--- config.mk ---
export PLATFORM = sky130hd
export DESIGN_NAME = period_timer_pwm
export DESIGN_NICKNAME = d
export VERILOG_FILES = /design/src/period_timer_pkg.sv /design/src/period_timer_pwm.sv
export VERILOG_INCLUDE_DIRS = /design/src
export SDC_FILE = /design/constraint.sdc
export NUM_CORES = 1
export LEC_CHECK = 0
export ABC_AREA = 1
export ABC_CLOCK_PERIOD_IN_PS = 5000
export BUFFER_PORTS_ARGS = -buffer_cell sky130_fd_sc_hd__buf_2
export CORE_MARGIN = 1
export CORE_UTILIZATION = 50
export CTS_CLUSTER_SIZE = 30
export DETAILED_ROUTE_END_ITERATION = 10
export PLACE_DENSITY = 0.72
export SLEW_MARGIN = 20
export SYNTH_ARGS = -nofsm -noshare
export SYNTH_HDL_FRONTEND = slang
export SYNTH_SLANG_ARGS = --single-unit
--- constraint.sdc ---
create_clock -name clock_in -period 5 [get_ports clock_in]
set_input_delay 0.75 -clock clock_in [delete_from_list [all_inputs] [get_ports clock_in]]
set_output_delay 0.75 -clock clock_in [all_outputs]
set_load 0.01 [all_outputs]
--- src/period_timer_consts.svh ---
// Purpose : register offsets, field positions, reset values and counts
// Assumes : 32-bit AXI4-Lite data, one aligned word per register
// Notes   : included by the timer module and the bench
`ifndef PERIOD_TIMER_CONSTS_SVH
`define PERIOD_TIMER_CONSTS_SVH

// register byte offsets
`define OFS_CTRL      8'h00
`define OFS_COUNT     8'h04
`define OFS_PERIOD    8'h08
`define OFS_DUTY_LO   8'h0c
`define OFS_CCCTRL    8'h10
`define OFS_DUTY_ACT  8'h14
`define OFS_IRQ_STAT  8'h18
`define OFS_IRQ_CLR   8'h1c
`define OFS_IRQ_EN    8'h20

// timer_control fields
`define CTRL_EN_BIT   0
`define CTRL_PS_LO    1
`define CTRL_PS_HI    2
`define CTRL_OS_LO    3
`define CTRL_OS_HI    6

// capture_compare_control fields
`define CC_PWM_BIT    0
`define CC_DB_LO      4
`define CC_DB_HI      5

// interrupt bit of the flag register
`define IRQ_MATCH_BIT 0

// reset values
`define RST_COUNT     8'h00
`define RST_PERIOD    8'hff

// prescale select codes and prescaler terminal counts
`define PS_DIV1       2'h0
`define PS_DIV4       2'h1
`define PRE_LAST4     4'h3
`define PRE_LAST16    4'hf

// instruction clock is four oscillator clocks
`define PHASE_LAST    2'h3

// axi responses
`define RESP_OKAY     2'h0
`define RESP_SLVERR   2'h2

`endif

--- src/period_timer_pkg.sv ---
// Purpose : types shared by the period timer and its bench
// Assumes : constants come from period_timer_consts.svh
// Notes   : whole module state is one packed struct
package period_timer_pkg;

    // whole state of the timer, pwm and bus slave
    typedef struct packed {
        logic [1:0]  phase;      // oscillator phase within instruction clock
        logic [3:0]  pre;        // prescaler counter
        logic [3:0]  post;       // postscaler counter
        logic        en;         // timer_enable_bit
        logic [1:0]  psel;       // prescale_select
        logic [3:0]  osel;       // postscale_select
        logic [7:0]  count;      // timer_count
        logic [7:0]  period;     // timer_period
        logic [7:0]  duty_lo;    // duty_low_byte
        logic [1:0]  duty_bits;  // duty_low_bits
        logic        pwm_en;     // pulse mode active
        logic [7:0]  duty_act;   // duty_active
        logic [1:0]  duty_latch; // hidden two-bit latch
        logic        pin;        // pulse_output_pin
        logic        flag;       // timer_match_flag
        logic        irq_en;     // interrupt enable
        logic        irq;        // interrupt output
        logic        awready;
        logic        aw_held;
        logic [7:0]  awaddr;
        logic        wready;
        logic        w_held;
        logic [7:0]  wdata;
        logic        wstb;
        logic        bvalid;
        logic [1:0]  bresp;
        logic        arready;
        logic        rvalid;
        logic [31:0] rdata;
        logic [1:0]  rresp;
    } state_t;

endpackage : period_timer_pkg

--- src/period_timer_pwm.sv ---
// Purpose : 8-bit period timer with pre/postscaler and a 10-bit pwm
// Assumes : clock_in is the oscillator; registers over AXI4-Lite
// Notes   : all state lives in one struct, one comb and one flop process
// Notes   : only the low byte of each 32-bit word carries a register
// Notes   : the pin goes low one clock after pulse mode is switched off
// Notes   : unmapped offsets answer with a slave error, no store
//
// Behaviour
// - timer runs from oscillator divided by four
// - prescaler divides by 1, 4 or 16
// - count wraps to zero after period match
// - postscaler divides matches by 1 to 16
// - postscaler output sets timer match flag
// - count and period writable; reset 00, ff
// - timer counts only while enable bit set
// - count or control write clears scalers
// - control write leaves count unchanged
// - period is (period+1) x4 x prescale
// - period start sets pin unless duty zero
// - period start copies duty into active register
// - duty is byte plus two control bits
// - duty applies next period; active writable only with pulse mode off
// - high time is duty x osc x prescale
// - active register plus latch double-buffer duty
// - time base extends count with two bits
// - time base equal to duty clears pin
`timescale 1ns/1ps
`include "period_timer_consts.svh"

module period_timer_pwm
    import period_timer_pkg::*;
#(
    parameter int ADDR_W = 8   // byte address width of the slave
) (
    input  wire logic              clock_in,
    input  wire logic              sys_rst_in,
    input  wire logic [ADDR_W-1:0] s_axi_awaddr_in,
    input  wire logic              s_axi_awvalid_in,
    output logic                   s_axi_awready_out,
    input  wire logic [31:0]       s_axi_wdata_in,
    input  wire logic [3:0]        s_axi_wstrb_in,
    input  wire logic              s_axi_wvalid_in,
    output logic                   s_axi_wready_out,
    output logic [1:0]             s_axi_bresp_out,
    output logic                   s_axi_bvalid_out,
    input  wire logic              s_axi_bready_in,
    input  wire logic [ADDR_W-1:0] s_axi_araddr_in,
    input  wire logic              s_axi_arvalid_in,
    output logic                   s_axi_arready_out,
    output logic [31:0]            s_axi_rdata_out,
    output logic [1:0]             s_axi_rresp_out,
    output logic                   s_axi_rvalid_out,
    input  wire logic              s_axi_rready_in,
    output logic                   pulse_output_pin_out,
    output logic                   irq_out
);

    ////////////////////////////////////////////////////////////////////////
    // register map, one byte per aligned word
    //   00 control: bit0 enable, bits2:1 prescale, bits6:3 postscale
    //      prescale code 0 is 1:1, 1 is 1:4, 2 and 3 are 1:16
    //      postscale code n divides period matches by n+1
    //      any write clears both scaler counters, never the count
    //   04 count, read and write; a write clears both scalers
    //   08 period, read and write; loads all ones at reset
    //   0c duty upper eight bits, written at any time
    //   10 pulse mode enable in bit0, duty low two bits in bits5:4
    //   14 active duty; writes ignored while pulse mode runs
    //   18 status, bit0 match flag, read only
    //   1c clear, write one to bit0 drops the flag, reads zero
    //   20 interrupt enable, bit0
    //
    // timing
    //   the oscillator phase counter free-runs from reset, so the
    //   instruction clock is every fourth oscillator edge; the timer
    //   steps on phase three edges only, further divided by prescale
    //   one period is (period+1) steps, each four clocks times prescale
    //   the pin rises on the step that wraps the count, unless the new
    //   duty is zero, and falls on the edge where the 10-bit time base
    //   reaches the active duty; so the high time is duty times prescale
    //   oscillator clocks, with no extra registering cycle
    //   a duty larger than the steps in one period is never reached,
    //   so the pin then stays high over the whole period
    //
    // hazards
    //   the time base low bits change source with the prescale code, so
    //   a prescale change mid period can shorten or stretch one pulse;
    //   the control write clears the prescaler at the same time, which
    //   keeps the damage to that single period
    //   the new duty is only copied at a period start, which is what
    //   keeps a software update from cutting a pulse in half
    //   a flag set and a clear in one cycle leave the flag set, so a
    //   match is never lost to a late clear
    //
    // bus
    //   write address and data are taken in either order; the store and
    //   the response come on the edge after both are held
    //   read data are sampled from the address on the taking edge and
    //   stand until rready is seen
    //   one read at most is in flight; a second write can be taken while a response waits
    //
    ////////////////////////////////////////////////////////////////////////
    // state
    state_t s_q;            // registered state
    state_t s_d;            // next state
    logic   inst_tick;      // one oscillator clock per instruction clock
    logic   pre_tick;       // prescaler output, the increment cycle
    logic   per_match;      // count equals period on an increment
    logic   post_tick;      // postscaler output
    logic [1:0] tb_low;     // low two bits of the time base
    logic [9:0] time_base;  // 10-bit pwm time base
    logic [9:0] duty_full;  // active duty with its latch
    logic   do_write;       // register write happens this cycle
    logic [7:0] wbyte;      // low byte of write data
    logic [7:0] rd_byte;    // selected read byte
    logic   rd_hit;         // read address decodes

    ////////////////////////////////////////////////////////////////////////
    // timer, pwm and register logic
    always_comb begin
        s_d       = s_q;
        pre_tick  = 1'b0;
        per_match = 1'b0;
        post_tick = 1'b0;
        inst_tick  = (s_q.phase == `PHASE_LAST);
        s_d.phase  = s_q.phase + 2'h1;

        if (s_q.en && inst_tick) begin
            if (s_q.psel == `PS_DIV1) begin
                pre_tick = 1'b1;
            end else if ((s_q.psel == `PS_DIV4 && s_q.pre == `PRE_LAST4) ||
                         (s_q.psel != `PS_DIV4 && s_q.pre == `PRE_LAST16)) begin
                pre_tick  = 1'b1;
                s_d.pre   = 4'h0;
            end else begin
                s_d.pre = s_q.pre + 4'h1;
            end
        end

        // compare and wrap on increment cycle
        if (pre_tick) begin
            if (s_q.count == s_q.period) begin
                per_match = 1'b1;
                s_d.count = 8'h00;
            end else begin
                s_d.count = s_q.count + 8'h01;
            end
        end

        // time base low bits by prescale
        // next-state time base: the pin falls on the edge that reaches
        // the duty, not one registering cycle later
        if (s_q.psel == `PS_DIV1) begin
            tb_low = s_d.phase;
        end else if (s_q.psel == `PS_DIV4) begin
            tb_low = s_d.pre[1:0];
        end else begin
            tb_low = s_d.pre[3:2];
        end
        time_base = {s_d.count, tb_low};
        duty_full = {s_q.duty_act, s_q.duty_latch};

        // clear on duty match; an unreached duty never clears
        // pin stays high without a match
        // duty counted in time base steps
        if (s_q.pwm_en && time_base == duty_full) begin
            s_d.pin = 1'b0;
        end

        // new duty only at period start
        if (per_match && s_q.pwm_en) begin
            s_d.duty_act   = s_q.duty_lo;
            s_d.duty_latch = s_q.duty_bits;
            // set pin unless new duty is zero
            s_d.pin = ({s_q.duty_lo, s_q.duty_bits} != 10'h000);
        end
        if (!s_q.pwm_en) begin
            s_d.pin = 1'b0;  // pin idles low outside pulse mode
        end

        if (per_match) begin
            if (s_q.post == s_q.osel) begin
                post_tick = 1'b1;
                s_d.post  = 4'h0;
            end else begin
                s_d.post = s_q.post + 4'h1;
            end
        end

        ////////////////////////////////////////////////////////////////////
        // axi write channels; address and data taken in either order
        if (s_axi_awvalid_in && s_q.awready) begin
            s_d.aw_held = 1'b1;
            s_d.awready = 1'b0;
            s_d.awaddr  = 8'(s_axi_awaddr_in);
        end
        if (s_axi_wvalid_in && s_q.wready) begin
            s_d.w_held = 1'b1;
            s_d.wready = 1'b0;
            s_d.wdata  = s_axi_wdata_in[7:0];
            s_d.wstb   = s_axi_wstrb_in[0];
        end
        do_write = s_q.aw_held && s_q.w_held && !s_q.bvalid;
        wbyte    = s_q.wdata;
        if (do_write) begin
            s_d.aw_held = 1'b0;
            s_d.w_held  = 1'b0;
            s_d.awready = 1'b1;
            s_d.wready  = 1'b1;
            s_d.bvalid  = 1'b1;
            s_d.bresp   = `RESP_OKAY;
            case (s_q.awaddr)
                `OFS_CTRL: begin
                    if (s_q.wstb) begin
                        s_d.en   = wbyte[`CTRL_EN_BIT];
                        s_d.psel = wbyte[`CTRL_PS_HI:`CTRL_PS_LO];
                        s_d.osel = wbyte[`CTRL_OS_HI:`CTRL_OS_LO];
                        // count kept, any increment still lands
                        s_d.pre  = 4'h0;
                        s_d.post = 4'h0;
                    end
                end
                `OFS_COUNT: begin
                    if (s_q.wstb) begin
                        s_d.count = wbyte;
                        s_d.pre   = 4'h0;
                        s_d.post  = 4'h0;
                    end
                end
                `OFS_PERIOD: begin
                    if (s_q.wstb) begin
                        s_d.period = wbyte;
                    end
                end
                `OFS_DUTY_LO: begin
                    if (s_q.wstb) begin
                        s_d.duty_lo = wbyte;
                    end
                end
                `OFS_CCCTRL: begin
                    if (s_q.wstb) begin
                        s_d.duty_bits = wbyte[`CC_DB_HI:`CC_DB_LO];
                        s_d.pwm_en    = wbyte[`CC_PWM_BIT];
                    end
                end
                `OFS_DUTY_ACT: begin
                    if (s_q.wstb && !s_q.pwm_en) begin
                        s_d.duty_act = wbyte;
                    end
                end
                `OFS_IRQ_STAT: begin
                    // status is read-only; write ignored
                end
                `OFS_IRQ_CLR: begin
                    if (s_q.wstb && wbyte[`IRQ_MATCH_BIT]) begin
                        s_d.flag = 1'b0;
                    end
                end
                `OFS_IRQ_EN: begin
                    if (s_q.wstb) begin
                        s_d.irq_en = wbyte[`IRQ_MATCH_BIT];
                    end
                end
                default: begin
                    s_d.bresp = `RESP_SLVERR;  // unmapped address
                end
            endcase
        end
        if (s_q.bvalid && s_axi_bready_in) begin
            s_d.bvalid = 1'b0;
        end

        // postscaler output sets flag; set wins over clear
        if (post_tick) begin
            s_d.flag = 1'b1;
        end
        s_d.irq = s_d.flag && s_d.irq_en;

        ////////////////////////////////////////////////////////////////////
        // axi read channel; one read at a time
        rd_hit = 1'b1;
        case (8'(s_axi_araddr_in))
            `OFS_CTRL:     rd_byte = {1'b0, s_q.osel, s_q.psel, s_q.en};
            `OFS_COUNT:    rd_byte = s_q.count;
            `OFS_PERIOD:   rd_byte = s_q.period;
            `OFS_DUTY_LO:  rd_byte = s_q.duty_lo;
            `OFS_CCCTRL:   rd_byte = {2'h0, s_q.duty_bits, 3'h0, s_q.pwm_en};
            `OFS_DUTY_ACT: rd_byte = s_q.duty_act;
            `OFS_IRQ_STAT: rd_byte = {7'h00, s_q.flag};
            `OFS_IRQ_CLR:  rd_byte = 8'h00;  // write-only, reads zero
            `OFS_IRQ_EN:   rd_byte = {7'h00, s_q.irq_en};
            default: begin
                rd_byte = 8'h00;
                rd_hit  = 1'b0;
            end
        endcase
        if (s_axi_arvalid_in && s_q.arready) begin
            s_d.arready = 1'b0;
            s_d.rvalid  = 1'b1;
            s_d.rdata   = {24'h000000, rd_byte};
            s_d.rresp   = rd_hit ? `RESP_OKAY : `RESP_SLVERR;
        end
        if (s_q.rvalid && s_axi_rready_in) begin
            s_d.rvalid  = 1'b0;
            s_d.arready = 1'b1;
        end
    end

    ////////////////////////////////////////////////////////////////////////
    // state register; reset clears scalers and loads count and period
    always_ff @(posedge clock_in or posedge sys_rst_in) begin
        if (sys_rst_in) begin
            s_q         <= '0;
            s_q.count   <= `RST_COUNT;
            s_q.period  <= `RST_PERIOD;
            s_q.awready <= 1'b1;
            s_q.wready  <= 1'b1;
            s_q.arready <= 1'b1;
        end else begin
            s_q <= s_d;
        end
    end

    ////////////////////////////////////////////////////////////////////////
    // outputs straight from flops
    assign s_axi_awready_out    = s_q.awready;
    assign s_axi_wready_out     = s_q.wready;
    assign s_axi_bvalid_out     = s_q.bvalid;
    assign s_axi_bresp_out      = s_q.bresp;
    assign s_axi_arready_out    = s_q.arready;
    assign s_axi_rvalid_out     = s_q.rvalid;
    assign s_axi_rdata_out      = s_q.rdata;
    assign s_axi_rresp_out      = s_q.rresp;
    assign pulse_output_pin_out = s_q.pin;
    assign irq_out              = s_q.irq;

endmodule : period_timer_pwm

==> impl_metrics.tcl, run 1 <==
set metrics [dict create \
    status "complete, no violations" \
    final_nets 759 \
    ys_ff_latch 92 \
    seq_area_frac_synth 0.447 \
    crit_path_top_delay_cell "dfrtp_1" \
    met3_length_microns 707 \
    rsz0062_at_grt "no" \
    viasPerCell 5.32 \
    die_y_microns 104 \
    syn_area_sq_um 5180 \
    multiInputGateArea_sq_um 2280 \
    core_area_sq_um 9910 \
    synth_top_family_by_area "simple AND/OR/NAND/NOR gates" \
    dr.pass1.iters 5 \
    dpl.hpwl_microns 8970 \
    clkTransAtPathRegs_ns 0.09 \
    grt_usage 0.234 \
    power.total_mw 2.35 \
    relSlewSlack 0.432 \
    grt_max_degree 64 \
    start_util 0.522 \
    irDropWorstVdd_uv 247 \
    grt_pass1_vias 4066 \
    timing.fmax_mhz 455 \
    timing.final.crit_period_ns 2.20 \
    chipWidth_microns 104 \
    avgRoutedWirePerCell_microns 14.2 \
    postCtsHoldBufs 0 \
    arrival_ns 2.47 \
    wl_met1_microns 5730 \
    first_iter_violations 321 \
    placedCellCount 818 \
    fin_util 0.559 \
    layout_setup_ws_ns 2.80 \
    cts_tree "done" \
    cts_root_buffer "clkbuf_8" \
    final_cells 834 \
    final_cell_mix "nand2_1 (168), dfrtp_1 (81), inv_1 (78)" \
    drv_cap 0 \
    drive_gt1_frac 0.153 \
    synth_edf_count 0 \
    synth_compound_area_frac 0.133 \
    met2_wirelength_microns 5220 \
    crit_path_frequent_cell "nand2_1" \
    clock_skew_ns 0.0126 \
    synthXorXnorAreaFrac 0.0203 \
    grt.overflow.total 0 \
    avgSynthCellArea_sq_um 7.83 \
    crit_chain "inv_1, nand2_1, nand2_1, nand2_1, nor2_1, nand2_2, nor2_4, nand2_2, inv_1, o21ai_0, o22ai_1" \
    finalSetupViolCount 0 \
    pin_count 102 \
    antenna_found_initial 0 \
    rows 36 \
    netlist_instances 661 \
    num-fill-cells 954 \
    grt_pass1_wl_microns 19800 \
    synth_mux_area_frac 0 \
    cts_resized 0 \
    power_density_nw_per_um2 424 \
    final_area_sq_um 5540 \
    pre_cts_ws_ns 2.43 \
    postCtsSetupBuffers 0 \
    vias 4435 \
    worstSetupEndpointType "flop" \
    top_layer "met4" \
    crit_fanout 17 \
    numPortBuffers 48 \
    async_flop_share 1.00 \
    numCtsBuffers 9 \
    final_common_cell "nand2_1" \
    seqCellArea_sq_um 2320 \
    clkLatencyLatePin_ns 0.37 \
    r2r_slack_ns 2.80 \
    ys.flop_type "dfrtp_1" \
    crit_type "reg -> reg" \
    antenna_left 0 \
    slowest_delay_ns 0.47 \
    tightest_slew_ns 0.844 \
    die-area_sq_um 10800 \
    synthSimpleGateAreaFrac 0.259 \
    drc 0 \
    yosys_warnings 0 \
    h-tree-depth 3 \
    min_path_type "reg -> reg" \
    synth_fa_ha_area_frac 0.00967 \
    cts_buffer_depth 2 \
    yosysUniqueCellTypes 51 \
    drv_slew 0 \
    hold_viol_final 0 \
    crit_required_ns 5.28 \
    timing.hold.ws_ns 0.448 \
    start_kind "flop" \
    finalCritPeriodShare 0.439 \
    placed_area_sq_um 5330 \
    antenna_cells 0 \
    areaGrowthSynthToFinish_pct 6.96 \
    routed_wl_microns 11900 \
    gp_congestion 0.905 \
    p_leak_nw 2.69 \
    setup_tns_ns 0 \
    cts.sinks 92 \
]
power breakdown:
part | switching [mW] | internal, mW
Clock | 0.270 | 0.247
Combinational | 0.522 | 0.236
Sequential | 0.145 | 0.927
worst max-delay path: cells and delay by family, from the launching register on:
family,cells,cell delay [ns]
simple gates,7,0.97
buf+inv,2,0.41
compound gates,2,0.25
flops,1,0.47
cell type report:
cell class | count | area share
inverter | 85 | 0.0583
tap | 133 | 0.0300
timing repair buffer | 49 | 0.0447
multi-input combinational | 459 | 0.412
sequential | 92 | 0.418
clock buffer | 11 | 0.0255
clock inverter | 5 | 0.0111
synthesized netlist by cell type (all sizes together) (2+ instances only):
library cell  number  area [sq um]
ha                 4          50.1
nor2              46           195
dfrtp             81          2030
xor2               9          78.8
o22ai             13          81.3
a32o               2          20.0
a21oi              2          10.0
clkbuf             5          18.8
xnor2              3          26.3
nor4               4          46.3
o211ai             4          30.0
buf               45           334
nand2            174           673
a211oi             3          22.5
or2                2          12.5
nor3              11          55.1
inv               83           312
o21bai             2          15.0
nand3             51           275
o21ai             77           408
dfstp             11           289
nand4             11          68.8
clkinv             2          8.75
a31oi              3          18.8
logic make-up (layout without fill, tap and decap cells):
group / count (synthesis) / count (layout)
other: 1 / 26
and+or+nand+nor: 301 / 301
AOI/OAI and AO/OA: 116 / 116
adders and majority gates: 4 / 4
buffers and inverters: 135 / 150
DFF: 92 / 92
xor gates and xnor gates: 12 / 12
state kept, by name, summed over array words and instances (netlist names), 8 cells and up:
name	cells
s_q	57
wbyte	8
duty_full	10
s_axi_rdata_out	8
metal layers:
layer,vias up,track usage
li1,2168,-
met1,2086,0.328
met3,19,0.0459
met5,-,0
met2,162,0.358
met4,0,0.0878
path summary, 6_finish.rpt:
check,end,depth (start not counted),startpoint
worst min-delay path,s_q[116],1,s_q[116]
max in group asynchronous,s_q[91],3,sys_rst_in
worst max-delay path,duty_full[2],11,s_q[93]
min in group asynchronous,pulse_output_pin_out,2,sys_rst_in
worst min register to register,s_q[116],1,s_q[116]
worst max register to register,duty_full[2],11,s_q[93]
Note: power is estimated with default switching activity, not from simulation.
==> inputs of run 2 (changes only) <==
Settings changed: ABC_AREA 1 to 0, ABC_CLOCK_PERIOD_IN_PS 5000 to 2000, PLACE_DENSITY 0.72 to 0.75.
Clock period 5 ns to 2 ns, I/O delays scaled along.
==> run 2 against run 1 <==
The flow now finishes with violations (setup timing). Sequential share of layout area down 5.7 points. Final cell count shrank 8.5%. Critical endpoint is now pulse_output_pin_out. Synthesized cell count decreased by 21%. First-iteration DRC count increased by 1.9%. Register-to-register slack got worse by 3.0 ns. Via count up 0.47%. Design area is 16% higher. Largest power group unchanged. Combinational power grew 74%. Non-clock buffer count grew 73. Fmax fell by 0.98%. Highest routed layer unchanged. Largest cell class is now multi-input gates. Global-route usage is 1.5 points higher.
==> impl_metrics.tcl, run 2 <==
set metrics [dict create \
    grt_pass1_wl_microns 21500 \
    ys.flop_type "dfrtp_1" \
    clkTransAtPathRegs_ns 0.10 \
    crit_chain "ha_1, and2_1, xnor2_1, a221oi_2, a2bb2oi_1, nand4_1, nor4_2, a31oi_1" \
    pin_count 102 \
    numPortBuffers 48 \
    tightest_slew_ns 0.555 \
    seq_area_frac_synth 0.434 \
    finalCritPeriodShare 1.11 \
    crit_required_ns 2.24 \
    r2r_start "s_q[116]" \
    synth_top_area_share 0.380 \
    dpl.hpwl_microns 9510 \
    r2r_slack_ns -0.22 \
    clkLatencyLatePin_ns 0.37 \
    dr.pass1.iters 5 \
    core_area_sq_um 10300 \
    start_util 0.517 \
    p_sw_frac 0.358 \
    seqPwrFrac 0.517 \
    viasPerCell 5.84 \
    syn_area_sq_um 5340 \
    placed_area_sq_um 5980 \
    power_density_nw_per_um2 829 \
    violations "setup timing" \
    antenna_left 0 \
    antenna_cells 0 \
    grt.overflow.total 0 \
    h-tree-depth 3 \
    postCtsHoldBufs 0 \
    die_y_microns 105 \
    status "complete, but fails checks" \
    min_path_type "in -> async" \
    final_cells 763 \
    regToRegEndpoint "pulse_output_pin_out" \
    cts_root_buffer "clkbuf_8" \
    rsz0062_at_grt "yes" \
    worstSetupEndpointType "flop" \
    final_area_sq_um 6410 \
    combPwrFrac 0.249 \
    cts_tree "done" \
    synth.area.top_cells "dfrtp_1 (38%), mux2_2 (11%), buf_4 (5.6%)" \
    final_cell_mix "dfrtp_1 (81), buf_4 (69), mux2_2 (49)" \
    synth_edf_count 0 \
    layout_setup_ws_ns -0.219 \
    numCtsBuffers 9 \
    async_flop_share 1.00 \
    synth.largest_area_cell "dfrtp_1" \
    clock_skew_ns 0.00764 \
    clockPowerShare 0.234 \
    drv_slew 0 \
    largest_reg_flops 57 \
    crit_start "s_q[116]" \
    timing.fmax_mhz 451 \
    gp_congestion 0.910 \
    final_common_cell "dfrtp_1" \
    reg2reg_depth 8 \
    fin_util 0.621 \
    cts.sinks 92 \
    vias 4456 \
    power.total_mw 5.31 \
    timing.final.crit_period_ns 2.22 \
    hold_viol_final 0 \
    switchingPower_mw 1.90 \
    irDropWorstVdd_uv 801 \
    drc 0 \
    grt_pass1_vias 4408 \
    drive_gt1_frac 0.394 \
    finalSetupViolCount 11 \
    crit_path_top_delay_cell "dfrtp_1" \
    routed_wl_microns 13300 \
    avgRoutedWirePerCell_microns 17.4 \
    timing.hold.ws_ns 0.0444 \
    relSlewSlack 0.629 \
    placedCellCount 737 \
    yosysUniqueCellTypes 74 \
    grt_usage 0.248 \
    pre_cts_ws_ns -0.219 \
    arrival_ns 2.46 \
    final_nets 685 \
    yosys-top-cells-count "dfrtp_1 (81), mux2_2 (51), nand2_1 (47), buf_4 (40), nor2_1 (33)" \
    regMostFlops "s_q" \
    rows 37 \
    synth_most_common_cell "dfrtp_1" \
    netlist_instances 520 \
    p_int_mw 3.41 \
    grt_max_degree 93 \
    drv_cap 0 \
    slowest_delay_ns 0.40 \
    crit_fanout 3 \
    p_leak_nw 2.99 \
    setup_tns_ns -0.648 \
    start_kind "flop" \
    ys_ff_latch 92 \
    yosys_warnings 0 \
    antenna_found_initial 0 \
    cts_buffer_depth 2 \
    die-area_sq_um 11100 \
    chipWidth_microns 105 \
    crit_type "reg -> reg" \
    areaGrowthSynthToFinish_pct 20.0 \
    first_iter_violations 327 \
    avgSynthCellArea_sq_um 10.3 \
]
-- run 2: cell count changes in the layout (fill, tap and decap cells not counted), moves of 7 or more --
cell / previous run / this run
nand2_1: 168 / 44
inv_1: 78 / 7
buf_4: 1 / 69
o21ai_0: 67 / 14
mux2_2: 0 / 49
nand3_1: 47 / 14
o21ai_1: 4 / 23
a21oi_1: 2 / 16
o22ai_1: 13 / 0
mux2i_1: 0 / 11
xnor2_1: 3 / 12
nor2_1: 39 / 32
-- run 2: worst max-delay path by stage --
| stage | endpoint | slack (ns) | cells past startpoint |
|---|---|---|---|
| final | pulse_output_pin_out | -0.22 | 8 |
| after detailed placement | pulse_output_pin_out | -0.22 | 8 |
| after floorplan | pulse_output_pin_out | -0.09 | 9 |
| after global routing | pulse_output_pin_out | -0.33 | 8 |
| after global placement | pulse_output_pin_out | -0.13 | 8 |
| after CTS | pulse_output_pin_out | -0.18 | 8 |
-- run 2: final cells by class --
type / instances / area [sq um]
well taps: 136 / 170
repair buffers: 122 / 836
multi-input cells: 389 / 2850
clock buffers: 9 / 124
flip-flops and latches: 92 / 2320
clock inverters: 7 / 80.1
inverters: 8 / 33.8
fillers: 845 / 3920
-- run 2: layer usage --
layer | track usage | wire length [microns] | up-vias
li1 | - | - | 2053
met1 | 0.318 | 5610 | 2177
met2 | 0.414 | 6470 | 189
met3 | 0.0353 | 779 | 37
met4 | 0.117 | 408 | 0
met5 | 0 | 0 | -
-- run 2: cell families after synthesis --
kind of cell	Yosys count	share of synthesized area
buf+inv	66	0.0776
mux	62	0.128
flops	92	0.434
fa+ha+maj	4	0.00937
simple gates	160	0.166
compound gates	113	0.148
other cells	1	0.000702
xor+xnor	22	0.0361
-- run 2: critical path: cells and delay by family, from the launching register on --
kind / cells / cell delay [ns]
flip-flops: 1 / 0.40
AO/OA/AOI/OAI: 3 / 0.65
AND/OR/NAND/NOR: 3 / 0.67
adder cells (fa/ha/maj): 1 / 0.22
XOR/XNOR: 1 / 0.17
-- run 2: timing repair --
action	CTS	global route
pin swaps	13	8
cloned	1	1
gates resized for setup	19	20
buffers inserted	3	6
endpoints found under the hold margin	0	0
setup endpoints to repair	17	23
-- run 2: power by group through the flow --
stage	registers (mW)	logic [mW]	clock network (mW)
2_1_floorplan	2.55	0.985	0
3_3_place_gp	2.73	1.21	0
3_5_place_dp	2.76	1.25	0
4_1_cts	2.73	1.28	1.26
5_1_grt	2.78	1.46	1.34
6_report	2.74	1.32	1.24
==> inputs of run 3 (changes only) <==
Settings changed: CORE_MARGIN 1 to 3.
==> run 3 against run 2 <==
The run still ends with setup timing left. Global-route usage down 1.1 points. Worst hold slack better by 0.034 ns. Routed wire length up 3.8%. Clock power up 5%. Non-clock buffer count up 10. Final cell count up 1.2%. Utilization up 1.7 points. Design area up 3.1%. Power up 2.3%. Highest routed layer unchanged.
==> impl_metrics.tcl, run 3 (synthesis gave the netlist of run 2 again) <==
set metrics [dict create \
    crit_chain "ha_4, and4_4, o31ai_4, o21ai_1, a22oi_1, xor2_1, o221a_1, a31oi_1" \
    rows 37 \
    crit_path_top_delay_cell "dfrtp_1" \
    combPwrFrac 0.255 \
    drive_gt1_frac 0.415 \
    cp_num_cells 8 \
    vias 4527 \
    crit_start "s_q[113]" \
    violations "setup timing" \
    crit_fanout 6 \
    p_int_mw 3.46 \
    die-area_sq_um 12000 \
    pin_count 102 \
    gp_congestion 0.955 \
    crit_family "compound AO/OA/AOI/OAI gates" \
    start_util 0.515 \
    r2r_start "s_q[113]" \
    irDropWorstVdd_uv 731 \
    final_cell_mix "dfrtp_1 (80), buf_4 (67), mux2_2 (49)" \
    finalCritPeriodShare 1.08 \
    grt_usage 0.237 \
    cp_num_buf_inv 0 \
    cts_tree "done" \
    dr.pass1.iters 6 \
    hold_viol_final 0 \
    final_nets 694 \
    antenna_left 0 \
    regToRegEndpoint "pulse_output_pin_out" \
    crit_required_ns 2.25 \
    final_cells 772 \
    drc 0 \
    min_path_type "in -> reg" \
    timing.hold.ws_ns 0.0788 \
    clkTransAtPathRegs_ns 0.12 \
    cts_buffer_depth 2 \
    areaGrowthSynthToFinish_pct 23.8 \
    worstSetupEndpointType "flop" \
    clkLatencyLatePin_ns 0.38 \
    avgRoutedWirePerCell_microns 17.8 \
    chipWidth_microns 109 \
    drv_slew 0 \
    die_y_microns 109 \
    numPortBuffers 48 \
    dpl.hpwl_microns 10100 \
    core_area_sq_um 10400 \
    final_common_cell "dfrtp_1" \
    seqPwrFrac 0.505 \
    numCtsBuffers 9 \
    routed_wl_microns 13800 \
    timing.fmax_mhz 463 \
    largest_reg_flops 57 \
    grt_max_degree 62 \
    timing.final.crit_period_ns 2.16 \
    power_density_nw_per_um2 822 \
    placedCellCount 743 \
    p_leak_nw 3.02 \
    clock_skew_ns 0.0187 \
    relSlewSlack 0.589 \
    rsz0062_at_grt "yes" \
    clockPowerShare 0.240 \
    viasPerCell 5.86 \
    status "complete, but fails checks" \
    h-tree-depth 3 \
    antenna_cells 0 \
    p_sw_frac 0.363 \
    crit_type "reg -> reg" \
    regMostFlops "s_q" \
    antenna_found_initial 0 \
    reg2reg_depth 8 \
    placed_area_sq_um 6040 \
    drv_cap 0 \
    cts_root_buffer "clkbuf_8" \
    layout_setup_ws_ns -0.158 \
    r2r_slack_ns -0.16 \
    switchingPower_mw 1.97 \
    grt_pass1_vias 4422 \
    first_iter_violations 554 \
    slowest_delay_ns 0.42 \
    finalSetupViolCount 13 \
    final_area_sq_um 6610 \
    start_kind "flop" \
    arrival_ns 2.41 \
    tightest_slew_ns 0.616 \
    grt.overflow.total 0 \
    grt_pass1_wl_microns 21900 \
    worstSetupEndpoint "pulse_output_pin_out" \
    cts.sinks 92 \
]
[run 3: worst min-delay path by stage]
stage / endpoint / slack (ns) / from / cells past startpoint
floorplan: s_axi_arready_out / 0.36 / s_axi_arvalid_in / 1
global placement: s_q[50] / 0.38 / sys_rst_in / 3
detailed placement: s_q[50] / 0.39 / sys_rst_in / 3
CTS: s_axi_bvalid_out / 0.07 / s_axi_bready_in / 2
global route: s_axi_arready_out / 0.06 / s_axi_arvalid_in / 2
finish: s_axi_bvalid_out / 0.08 / s_axi_bready_in / 2
[run 3: area by class of cell]
cell class	count	area, sq um
inverter	8	33.8
fill	840	3760
clock buffer	9	124
multi-input combinational	388	2930
clock inverter	7	86.3
timing repair buffer	132	951
sequential	92	2320
tap	136	170
[run 3: stage by stage]
step                      TNS (ns)  power [mW]  utilization  setup WS, ns
final                       -0.638        5.43        0.637        -0.158
after global routing         -2.86        5.74        0.637        -0.381
after CTS                   -0.731        5.36        0.614        -0.138
after detailed placement     -2.92        4.05        0.583        -0.234
after global placement       -2.13        3.97        0.583        -0.150
after floorplan             -0.123        3.54            -       -0.0916
[run 3: worst register-to-register path, delay by kind of cell, from the launching register on]
kind	cells	cell delay, ns
adder cells (fa/ha/maj)	1	0.18
flip-flops	1	0.42
XOR/XNOR	1	0.18
AO/OA/AOI/OAI	5	1.05
AND/OR/NAND/NOR	1	0.21
[run 3: timing repair]
item / 4_1_cts / 5_1_grt
resized for setup: 19 / 48
pin swaps: 8 / 17
endpoints found under the setup margin: 22 / 50
hold endpoints to repair: 30 / 0
gates cloned: 1 / 0
hold buffers: 1 / 0
setup buffers: 2 / 12
[run 3: power groups by stage]
| stage | Sequential [mW] | Combinational (mW) | Clock, mW |
|---|---|---|---|
| 2_1_floorplan | 2.55 | 0.985 | 0 |
| 3_3_place_gp | 2.72 | 1.24 | 0 |
| 3_5_place_dp | 2.75 | 1.30 | 0 |
| 4_1_cts | 2.71 | 1.33 | 1.32 |
| 5_1_grt | 2.79 | 1.53 | 1.42 |
| 6_report | 2.74 | 1.39 | 1.30 |
[run 3: layer usage]
metal | wire length, microns | part of all wire | global-route usage
met1 | 5570 | 0.40 | 0.308
met2 | 6930 | 0.50 | 0.395
met3 | 948 | 0.069 | 0.0499
met4 | 312 | 0.023 | 0.0801
met5 | 0 | 0 | 0
